**src/core/spsc_pkg.sv**
```systemverilog
`default_nettype none
package spsc_pkg;

  // two-wire slave address, 8-bit form with write bit clear
  localparam logic [7:0] SPSC_DEV_ADDR_W = 8'h52;
  localparam logic [6:0] SPSC_DEV_ADDR7  = SPSC_DEV_ADDR_W[7:1];

  // clock and emitter timing
  localparam int unsigned SPSC_CLK_HZ        = 20000000;
  localparam int unsigned SPSC_EMIT_PERIOD_NS = 1000;
  localparam int unsigned SPSC_EMIT_HALF_CYC =
    (SPSC_EMIT_PERIOD_NS / 2) / (1000000000 / SPSC_CLK_HZ);
  localparam logic [7:0] SPSC_EMIT_CNT_RST = 8'h00;

  // power states
  typedef enum logic [1:0] {
    SPSC_PWR_BOOT    = 2'b00,
    SPSC_PWR_READY   = 2'b01,
    SPSC_PWR_RETAIN  = 2'b10,
    SPSC_PWR_RANGING = 2'b11
  } spsc_pwr_t;

  // host commands into the power logic
  typedef struct packed {
    logic go_ranging;
    logic go_ready;
    logic go_retain;
  } spsc_cmd_t;

  // open-drain pad: enable low means driving low
  typedef struct packed {
    logic o;
    logic oe_n;
  } spsc_od_t;

  // serial-port front end state
  typedef struct packed {
    logic [1:0] rst_sync;
    logic       rst_prev;
    logic       armed;
    logic [2:0] scl_sync;
    logic [2:0] sda_sync;
    logic       in_frame;
    logic [3:0] bit_cnt;
    logic [7:0] shift;
    logic       addr_hit;
    logic       ack_drive;
    logic       link_reset;
  } spsc_link_st_t;

  localparam logic [3:0] SPSC_ADDR_BITS = 4'h8;

endpackage : spsc_pkg
`default_nettype wire

```
**src/core/spsc_link_front.sv**
```systemverilog
`default_nettype none
module spsc_link_front
  import spsc_pkg::*;
(
  // clock and reset
  input  wire logic clk_sys,
  input  wire logic rst_n,
  // pins
  input  wire logic serial_reset_pin,
  input  wire logic scl_in,
  input  wire logic sda_in,
  // gating from power logic
  input  wire logic link_enable,
  // results
  output logic      sda_pull,
  output logic      addr_match,
  output logic      link_reset
);

  spsc_link_st_t st;
  spsc_link_st_t next_st;

  // address decode, shared by ack and match flag
  function automatic logic is_our_addr(input logic [7:0] b);
    return b[7:1] == SPSC_DEV_ADDR7;
  endfunction : is_our_addr

  // serial-port reset detection and address-phase slave
  always_comb begin
    next_st = st;
    next_st.rst_sync = {st.rst_sync[0], serial_reset_pin};
    next_st.scl_sync = {st.scl_sync[1:0], scl_in};
    next_st.sda_sync = {st.sda_sync[1:0], sda_in};
    next_st.rst_prev = st.rst_sync[1];
    next_st.link_reset = 1'b0;
    // rising edge arms, falling edge fires the reset
    if (st.rst_sync[1] && !st.rst_prev) begin
      next_st.armed = 1'b1;
    end
    if (!st.rst_sync[1] && st.rst_prev && st.armed) begin
      next_st.armed      = 1'b0;
      next_st.link_reset = 1'b1;
    end
    if (st.rst_sync[1] || next_st.link_reset || !link_enable) begin
      // only the two-wire logic is cleared here
      next_st.in_frame  = 1'b0;
      next_st.bit_cnt   = 4'h0;
      next_st.shift     = 8'h00;
      next_st.addr_hit  = 1'b0;
      next_st.ack_drive = 1'b0;
    end else begin
      // start: sda falls while scl high
      if (st.scl_sync[2] && st.scl_sync[1] &&
          st.sda_sync[2] && !st.sda_sync[1]) begin
        next_st.in_frame  = 1'b1;
        next_st.bit_cnt   = 4'h0;
        next_st.addr_hit  = 1'b0;
        next_st.ack_drive = 1'b0;
      end else if (st.scl_sync[2] && st.scl_sync[1] &&
                   !st.sda_sync[2] && st.sda_sync[1]) begin
        next_st.in_frame  = 1'b0;
        next_st.ack_drive = 1'b0;
      end else if (st.in_frame && !st.scl_sync[2] && st.scl_sync[1]) begin
        // sample on scl rise
        if (st.bit_cnt < SPSC_ADDR_BITS) begin
          next_st.shift   = {st.shift[6:0], st.sda_sync[1]};
          next_st.bit_cnt = st.bit_cnt + 4'h1;
        end
      end else if (st.in_frame && st.scl_sync[2] && !st.scl_sync[1]) begin
        // scl fall: start or end the ack slot
        if (st.bit_cnt == SPSC_ADDR_BITS && !st.ack_drive &&
            !st.addr_hit) begin
          next_st.addr_hit  = is_our_addr(st.shift);
          next_st.ack_drive = is_our_addr(st.shift);
        end else if (st.ack_drive) begin
          next_st.ack_drive = 1'b0;
          next_st.in_frame  = 1'b0;
        end
      end
    end
  end

  // state register
  always_ff @(posedge clk_sys or negedge rst_n) begin
    if (!rst_n) begin
      st <= '0;
    end else begin
      st <= next_st;
    end
  end

  assign sda_pull   = st.ack_drive;
  assign addr_match = st.addr_hit;
  assign link_reset = st.link_reset;

endmodule : spsc_link_front
`default_nettype wire

```
**src/core/spsc_power_ctrl.sv**
```systemverilog
`default_nettype none
module spsc_power_ctrl
  import spsc_pkg::*;
(
  // clock and reset
  input  wire logic       clk_sys,
  input  wire logic       rstn,
  // host pins
  input  wire logic       serial_reset_pin,
  input  wire logic       comms_gate_pin_n,
  input  wire logic       scl_in,
  input  wire logic       sda_in,
  output logic            sda_o,
  output logic            sda_oe_n,
  output logic            int_o,
  output logic            int_oe_n,
  output logic            spare_gpio_pin_o,
  output logic            spare_gpio_pin_oe_n,
  // core side
  input  wire spsc_cmd_t  cmd,
  input  wire logic       int_req,
  input  wire logic       spare_pull_req,
  input  wire logic       retain_we,
  input  wire logic [7:0] retain_wdata,
  // status
  output spsc_pwr_t       pwr_state,
  output logic            emitter_on,
  output logic            ranging_refused,
  output logic            link_reset_seen,
  output logic [7:0]      retain_data
);

  typedef struct packed {
    logic [1:0] gate_sync;
    spsc_pwr_t  pwr;
    logic [7:0] emit_cnt;
    logic       emit;
    logic       refused;
    logic       lreset;
    logic [7:0] retain;
    spsc_od_t   sda;
    spsc_od_t   intp;
    spsc_od_t   spare;
  } spsc_top_st_t;

  spsc_top_st_t st;
  spsc_top_st_t next_st;
  logic [1:0]   rst_sync;  // kept apart: reset by the raw pin
  logic         rst_n;
  logic         link_en;
  logic         sda_pull;
  logic         link_rst;

  // reset release through two flops
  always_ff @(posedge clk_sys or negedge rstn) begin
    if (!rstn) begin
      rst_sync <= 2'b00;
    end else begin
      rst_sync <= {rst_sync[0], 1'b1};
    end
  end
  assign rst_n = rst_sync[1];

  // gate blocks the link only in retained idle
  assign link_en = (st.pwr != SPSC_PWR_RETAIN) || st.gate_sync[1];

  spsc_link_front u_link (
    .clk_sys          (clk_sys),
    .rst_n            (rst_n),
    .serial_reset_pin (serial_reset_pin),
    .scl_in           (scl_in),
    .sda_in           (sda_in),
    .link_enable      (link_en),
    .sda_pull         (sda_pull),
    .addr_match       (),
    .link_reset       (link_rst)
  );

  // power state machine and pads
  always_comb begin
    next_st = st;
    next_st.gate_sync = {st.gate_sync[0], comms_gate_pin_n};
    next_st.refused = 1'b0;
    next_st.lreset  = link_rst;
    case (st.pwr)
      SPSC_PWR_BOOT: begin
        next_st.pwr = SPSC_PWR_READY;
      end
      SPSC_PWR_READY: begin
        if (cmd.go_ranging) begin
          next_st.pwr = SPSC_PWR_RANGING;
        end else if (cmd.go_retain) begin
          next_st.pwr = SPSC_PWR_RETAIN;
        end
      end
      SPSC_PWR_RETAIN: begin
        if (cmd.go_ready) begin
          next_st.pwr = SPSC_PWR_READY;
        end else if (cmd.go_ranging) begin
          next_st.refused = 1'b1;
        end
      end
      SPSC_PWR_RANGING: begin
        if (cmd.go_ready) begin
          next_st.pwr = SPSC_PWR_READY;
        end
      end
      default: begin
        next_st.pwr = SPSC_PWR_READY;
      end
    endcase
    // retained contents frozen in retained idle
    if (retain_we && st.pwr != SPSC_PWR_RETAIN) begin
      next_st.retain = retain_wdata;
    end
    // emitter toggles only while ranging
    if (st.pwr == SPSC_PWR_RANGING) begin
      if (st.emit_cnt == 8'(SPSC_EMIT_HALF_CYC - 1)) begin
        next_st.emit_cnt = SPSC_EMIT_CNT_RST;
        next_st.emit     = ~st.emit;
      end else begin
        next_st.emit_cnt = st.emit_cnt + 8'h01;
      end
    end else begin
      next_st.emit_cnt = SPSC_EMIT_CNT_RST;
      next_st.emit     = 1'b0;
    end
    // open-drain pads: output always low, enable low pulls
    next_st.sda.o     = 1'b0;
    next_st.sda.oe_n  = ~sda_pull;
    next_st.intp.o    = 1'b0;
    next_st.intp.oe_n = ~int_req;
    next_st.spare.o    = 1'b0;
    next_st.spare.oe_n = ~spare_pull_req;
  end

  // state register; pads float after reset
  always_ff @(posedge clk_sys or negedge rst_n) begin
    if (!rst_n) begin
      st.gate_sync <= 2'b00;
      st.pwr       <= SPSC_PWR_BOOT;
      st.emit_cnt  <= SPSC_EMIT_CNT_RST;
      st.emit      <= 1'b0;
      st.refused   <= 1'b0;
      st.lreset    <= 1'b0;
      st.retain    <= 8'h00;
      st.sda       <= 2'b01;
      st.intp      <= 2'b01;
      st.spare     <= 2'b01;
    end else begin
      st.gate_sync <= next_st.gate_sync;
      st.pwr       <= next_st.pwr;
      st.emit_cnt  <= next_st.emit_cnt;
      st.emit      <= next_st.emit;
      st.refused   <= next_st.refused;
      st.lreset    <= next_st.lreset;
      st.retain    <= next_st.retain;
      st.sda       <= next_st.sda;
      st.intp      <= next_st.intp;
      st.spare     <= next_st.spare;
    end
  end

  assign sda_o               = st.sda.o;
  assign sda_oe_n            = st.sda.oe_n;
  assign int_o               = st.intp.o;
  assign int_oe_n            = st.intp.oe_n;
  assign spare_gpio_pin_o    = st.spare.o;
  assign spare_gpio_pin_oe_n = st.spare.oe_n;
  assign pwr_state           = st.pwr;
  assign emitter_on          = st.emit;
  assign ranging_refused     = st.refused;
  assign link_reset_seen     = st.lreset;
  assign retain_data         = st.retain;

endmodule : spsc_power_ctrl
`default_nettype wire

```
**config.mk**
```make
export PLATFORM = sky130hd
export DESIGN_NAME = spsc_power_ctrl
export DESIGN_NICKNAME = d
export VERILOG_FILES = /design/src/core/spsc_pkg.sv /design/src/core/spsc_link_front.sv /design/src/core/spsc_power_ctrl.sv
export SDC_FILE = /design/constraint.sdc
export NUM_CORES = 1
export LEC_CHECK = 0
export CAP_MARGIN = 20
export CORE_MARGIN = 2
export CORE_UTILIZATION = 40
export DETAILED_ROUTE_END_ITERATION = 12
export DONT_BUFFER_PORTS = 1
export GPL_ROUTABILITY_DRIVEN = 0
export PLACE_DENSITY = 0.61
export SYNTH_ARGS = -nofsm -noshare
export SYNTH_HDL_FRONTEND = slang
export SYNTH_SLANG_ARGS = --single-unit
```
**constraint.sdc**
```tcl
create_clock -name clk_sys -period 3 [get_ports clk_sys]
set_input_delay 0.3 -clock clk_sys [delete_from_list [all_inputs] [get_ports clk_sys]]
set_output_delay 0.3 -clock clk_sys [all_outputs]
set_load 0.02 [all_outputs]
```
* Yosys cells after proc, flatten, opt, wreduce, memory -nomap -nowiden
Cells that the tools add are included.
** Word-level totals
- Bits in registers :: 54
- Input port bits :: 20
- Logic and storage cells :: 119
- Output and inout bits :: 19
** Operators by class
- Eq/ne operators :: 16
- $lt $le $gt $ge :: 1
- Bitwise logic cells :: 4
- Reduce and logical (&&, ||, !) cells :: 44
- Multiplexer cells :: 30
- Add/subtract/negate cells :: 2
** Operators with widths (count)
- 12-bit 2-to-1 mux :: 2
- 8-bit 2-to-1 mux :: 2
- 1-bit logical AND :: 15
- 1-bit 2-to-1 mux :: 15
- 15-bit 2-to-1 mux :: 1
- 13-bit 2-to-1 mux :: 1
- 2-bit 2-to-1 mux :: 6
- 4-bit AND reduction :: 3
- 3-bit nonzero test :: 4
- 1-bit logical NOT :: 9
- 9-bit 2-to-1 mux :: 1
- 8-bit by 1-bit adder with 8-bit output, second input constant :: 1
- 8-bit by 4-bit == test with 1-bit output, second input constant :: 1
- 2-bit by 1-bit != test with 1-bit output, second input constant :: 4
- 4-bit by 1-bit != test with 1-bit output, second input constant :: 2
- 4-bit nonzero test :: 2
- 7-bit by 6-bit == test with 1-bit output, second input constant :: 1
- 3-bit by 1-bit != test with 1-bit output, second input constant :: 2
- 2-bit case mux with 3 select lines :: 1
- 2-bit nonzero test :: 3
- 5-bit 2-to-1 mux :: 1
- 4-bit by 1-bit adder with 4-bit output, second input constant :: 1
- 2-bit == test, second input constant :: 2
- 4-bit == test, second input constant :: 1
- other kinds (10) :: 16

* Logic depth before layout (Yosys ltp)
- Depth after elaboration :: 9
- Depth in mapped cells :: 6
- Mapped depth without buffers :: 6

* Modules after synthesis
A second synthesis with hierarchy kept.
** Second synthesis, totals
- Cell total of the unflattened synthesis :: 191
- Area, all modules :: 2218.4 µm²
** By module, submodules not included
- spsc_power_ctrl :: cells each 96, instances 1, seq. area each 704.4 µm², area an instance 1172.4 µm²
- spsc_link_front :: cells each 95, instances 1, seq. area each 650.6 µm², area an instance 1046.0 µm²

* Worst setup path before layout
Ideal clock, no wire load.
- Path kind :: reg2reg
- Start point :: reg st[18] in the netlist's numbering
- End point :: reg st, in the netlist emitter_on
- Setup slack :: 1115 ps
- Library setup time :: 120 ps
- Path buffers :: 0
- Arrival time :: 1766 ps
- Required time :: 2880 ps
- Clock period less this slack :: 1885 ps
- Stages on the path, launching flop included :: 7
- Cells stage by stage :: dfrtp_1 > inv_1 > ha_1 > or4b_1 > or4b_4 > xnor2_1 > and3_1
** Between the ends
- Longest elaborated chain between the ends :: 2
** RTL lines
- start, declared :: RTL line spsc_power_ctrl.sv:46 : spsc_top_st_t st;
- 8-bit by 4-bit == test with 1-bit output :: RTL line spsc_power_ctrl.sv:118 : if (st.emit_cnt == 8'(SPSC_EMIT_HALF_CYC - 1)) begin
- 2-bit by 1-bit != test with 1-bit output (no source line)
Every way passes these cells.
A chain may end at the register's enable or synchronous reset.

==> out/qor.yml <==
sta:
  setup_viol: 0
  fin_skew_ns: 0.0114
  setup-tns-final_ns: 0
  drv_slew: 0
  fin_crit_sh_pct: 67.5
  setup_slack_ns: 0.974
  rsz0062_at_grt: "no"
  fin_crit_ns: 2.03
  max_freq_ghz: 0.494
  hold_viol: 0
routing:
  wl_met3_microns: 181
  vias: 1262
  first_pass_iters: 4
  drc_errors: 0
  routedWlPerCell_microns: 13.2
  finalWirelength_mm: 3.35
  wl_met1_mm: 1.65
  first_iter_violations: 76
  avgViaCountPerCell: 4.97
  top_layer: "met4"
  wl_met2_mm: 1.51
  antenna_left: 0
global_routing:
  globalRouteOverflowTotal: 0
  grt_pass1_vias: 1209
  grt_use_total_pct: 11.1
  grt_max_degree: 53
  grt_pass1_wl_mm: 5.43
  antenna_found_initial: 0
logic_synthesis:
  synth_flop_cell: "dfrtp_1"
  synth_warnings: 0
  synthCells: 186
  ys_types: 34
  syn_avg_cell_area_sq_um: 11.7
  synth_edf_count: 0
  synth_area_sq_mm: 0.00218
  async_flop_share_pct: 100
  ys_ff_latch: 54
  seq_area_frac_synth_pct: 62.0
cts:
  clk-insertion-delay-late_ns: 0.29
  cts_resized: 0
  cts_buffers: 5
  htree_num_levels: 2
  clkTransAtPathRegs_ns: 0.09
  clock-sinks: 54
  cts_tree: "built"
  cts_root_buffer: "clkbuf_8"
  clockBufferDepth: 2
die:
  core_sq_mm: 0.00520
  die_h_microns: 77.9
  num_io_pins: 39
  die_x_microns: 77.9
  die-area_sq_mm: 0.00607
  rows: 26
  initial_core_util_pct: 42.0
cells_and_area:
  instances_no_fill: 254
  syn_to_final_growth_pct: 5.33
  num_antenna_cells: 0
  multi_input_area_sq_um: 698
  seq_area_sq_mm: 0.00136
  final_area_sq_mm: 0.00230
  fill_cells: 505
  most-common-layout-cells: "dfrtp_1 (50), nand2_1 (19), nor2_1 (17), a21oi_1 (13)"
  mostFrequentLayoutCell: "dfrtp_1"
  drive_gt1_share_pct: 13.6
  final_nets: 207
critical_path:
  path_cells: "inv_1 -> ha_1 -> or4b_1 -> or4b_4 -> nand3_1 -> nor2_1"
  crit_fanout: 8
  crit_family: "simple AND/OR/NAND/NOR gates"
  max_stage_delay_ns: 0.50
  cp_data_required_time_ns: 3.16
  crit_type: "flip-flop to flip-flop"
  startpoint_type: "flip-flop"
  cp_data_arrival_time_ns: 2.19
  cp_slowest_cell: "or4b_4"
  path_buf_inv: 1
  end_kind: "flip-flop"
place:
  place_ws_ns: 0.994
  place_inst: 244
  port_buffers: 0
  dp_hpwl_mm: 2.29
  place_area_sq_mm: 0.00219
outcome:
  outcome: "finished, final reports clean"
power:
  vdd_drop_max_mv: 0.393
  powerDensity_mw_per_mm2: 618
  power_w: 0.00142
  leakagePower_nw: 1.00
run:
  drv_cap: 0
hold_path:
  worstHoldPathType: "input pin to flip-flop"
-- worst register-to-register path, cell delays in order, from the launching register on --
cell,delay (ns)
dfrtp_1,0.42
inv_1,0.07
ha_1,0.12
or4b_1,0.43
or4b_4,0.50
nand3_1,0.27
nor2_1,0.10
-- where the power goes --
group / switching (W) / internal, W / total, W / leakage (nW)
Clock: 0.000214 / 0.000166 / 0.000379 / 0.0385
Sequential: 0.000106 / 0.000790 / 0.000896 / 0.682
Combinational: 0.0000820 / 0.0000643 / 0.000146 / 0.279
Total: 0.000401 / 0.00102 / 0.00142 / 1.00
-- kinds of logic after synthesis --
family                     Yosys count  share of synthesized area, %
buffers and inverters               24                          6.36
other                                2                         0.344
and+or+nand+nor                     64                          15.9
xor gates and xnor gates             7                          2.81
DFF                                 54                          62.0
AOI/OAI and AO/OA                   22                          5.67
muxes                                8                          4.12
adders and majority gates            5                          2.75
-- cell type report --
type / instances / share of cell area, %
clock buffer: 7 / 3.32
clock inverter: 1 / 0.326
inverter: 8 / 1.31
multi-input combinational: 110 / 30.3
sequential: 54 / 58.9
tap: 70 / 3.81
timing repair buffer: 4 / 1.96
-- cells in the mapped netlist (all sizes together) (2+ instances only) --
| master | number | share of area, % |
|---|---|---|
| dfrtp | 51 | 58 |
| nand2 | 19 | 3.3 |
| nor2 | 17 | 2.9 |
| a21oi | 13 | 3.0 |
| buf | 13 | 4.5 |
| inv | 8 | 1.4 |
| mux2 | 8 | 4.1 |
| nand3 | 6 | 1.4 |
| o21ai | 5 | 1.1 |
| xor2 | 5 | 2.0 |
| ha | 4 | 2.3 |
| or4b | 4 | 2.0 |
| and3 | 3 | 0.86 |
| clkbuf | 3 | 0.52 |
| dfstp | 3 | 3.6 |
| nand2b | 3 | 0.86 |
| a22oi | 2 | 0.69 |
| and4b | 2 | 0.92 |
| conb | 2 | 0.34 |
| nand3b | 2 | 0.69 |
| nor3 | 2 | 0.46 |
| nor4 | 2 | 0.86 |
| xnor2 | 2 | 0.80 |
-- layer usage --
layer | up-vias | global-route usage (%)
met4 | 0 | 2.98
li1 | 604 | -
met5 | - | 0
met3 | 2 | 3.84
met2 | 38 | 17.0
met1 | 618 | 15.2
-- worst paths after layout --
kind / slack [ns] / endpoint / start / cells after the start
max in group asynchronous: 2.33 / int_oe_n / rst_sync[1] / 1
setup reg to reg: 0.97 / st[19] / st[18] / 6
setup / recovery: 0.97 / st[19] / st[18] / 6
hold / removal: 0.01 / int_oe_n / int_req / 1
hold reg to reg: 0.12 / next_st[28] / rst_sync[1] / 0
min in group asynchronous: 0.12 / next_st[28] / rst_sync[1] / 0
-- metrics by stage --
stage          hold slack (ns)  util, %
2_1_floorplan          0.00441        -
3_3_place_gp           0.00448     42.0
3_5_place_dp           0.00447     42.0
4_1_cts                0.00236     43.8
5_1_grt               0.000433     44.2
6_report                0.0149     44.2
-- state kept, by name, summed over array words and instances (netlist names) --
name and count:
emitter_on 1, int_oe_n 1, link_reset_seen 1, next_st 1, pwr_state 2, ranging_refused 1
retain_data 8, rst_sync 2, sda_oe_n 1, spare_gpio_pin_oe_n 1, st 9, u_link.addr_match 1
u_link.link_reset 1, u_link.next_st 6, u_link.sda_pull 1, u_link.st 17
-- repair_timing --
action | 4_1_cts | 5_1_grt
hold endpoints to repair | 2 | 0
hold buffers | 1 | 0
buffers inserted | 0 | 0
Power figures use the tool's default switching activity.
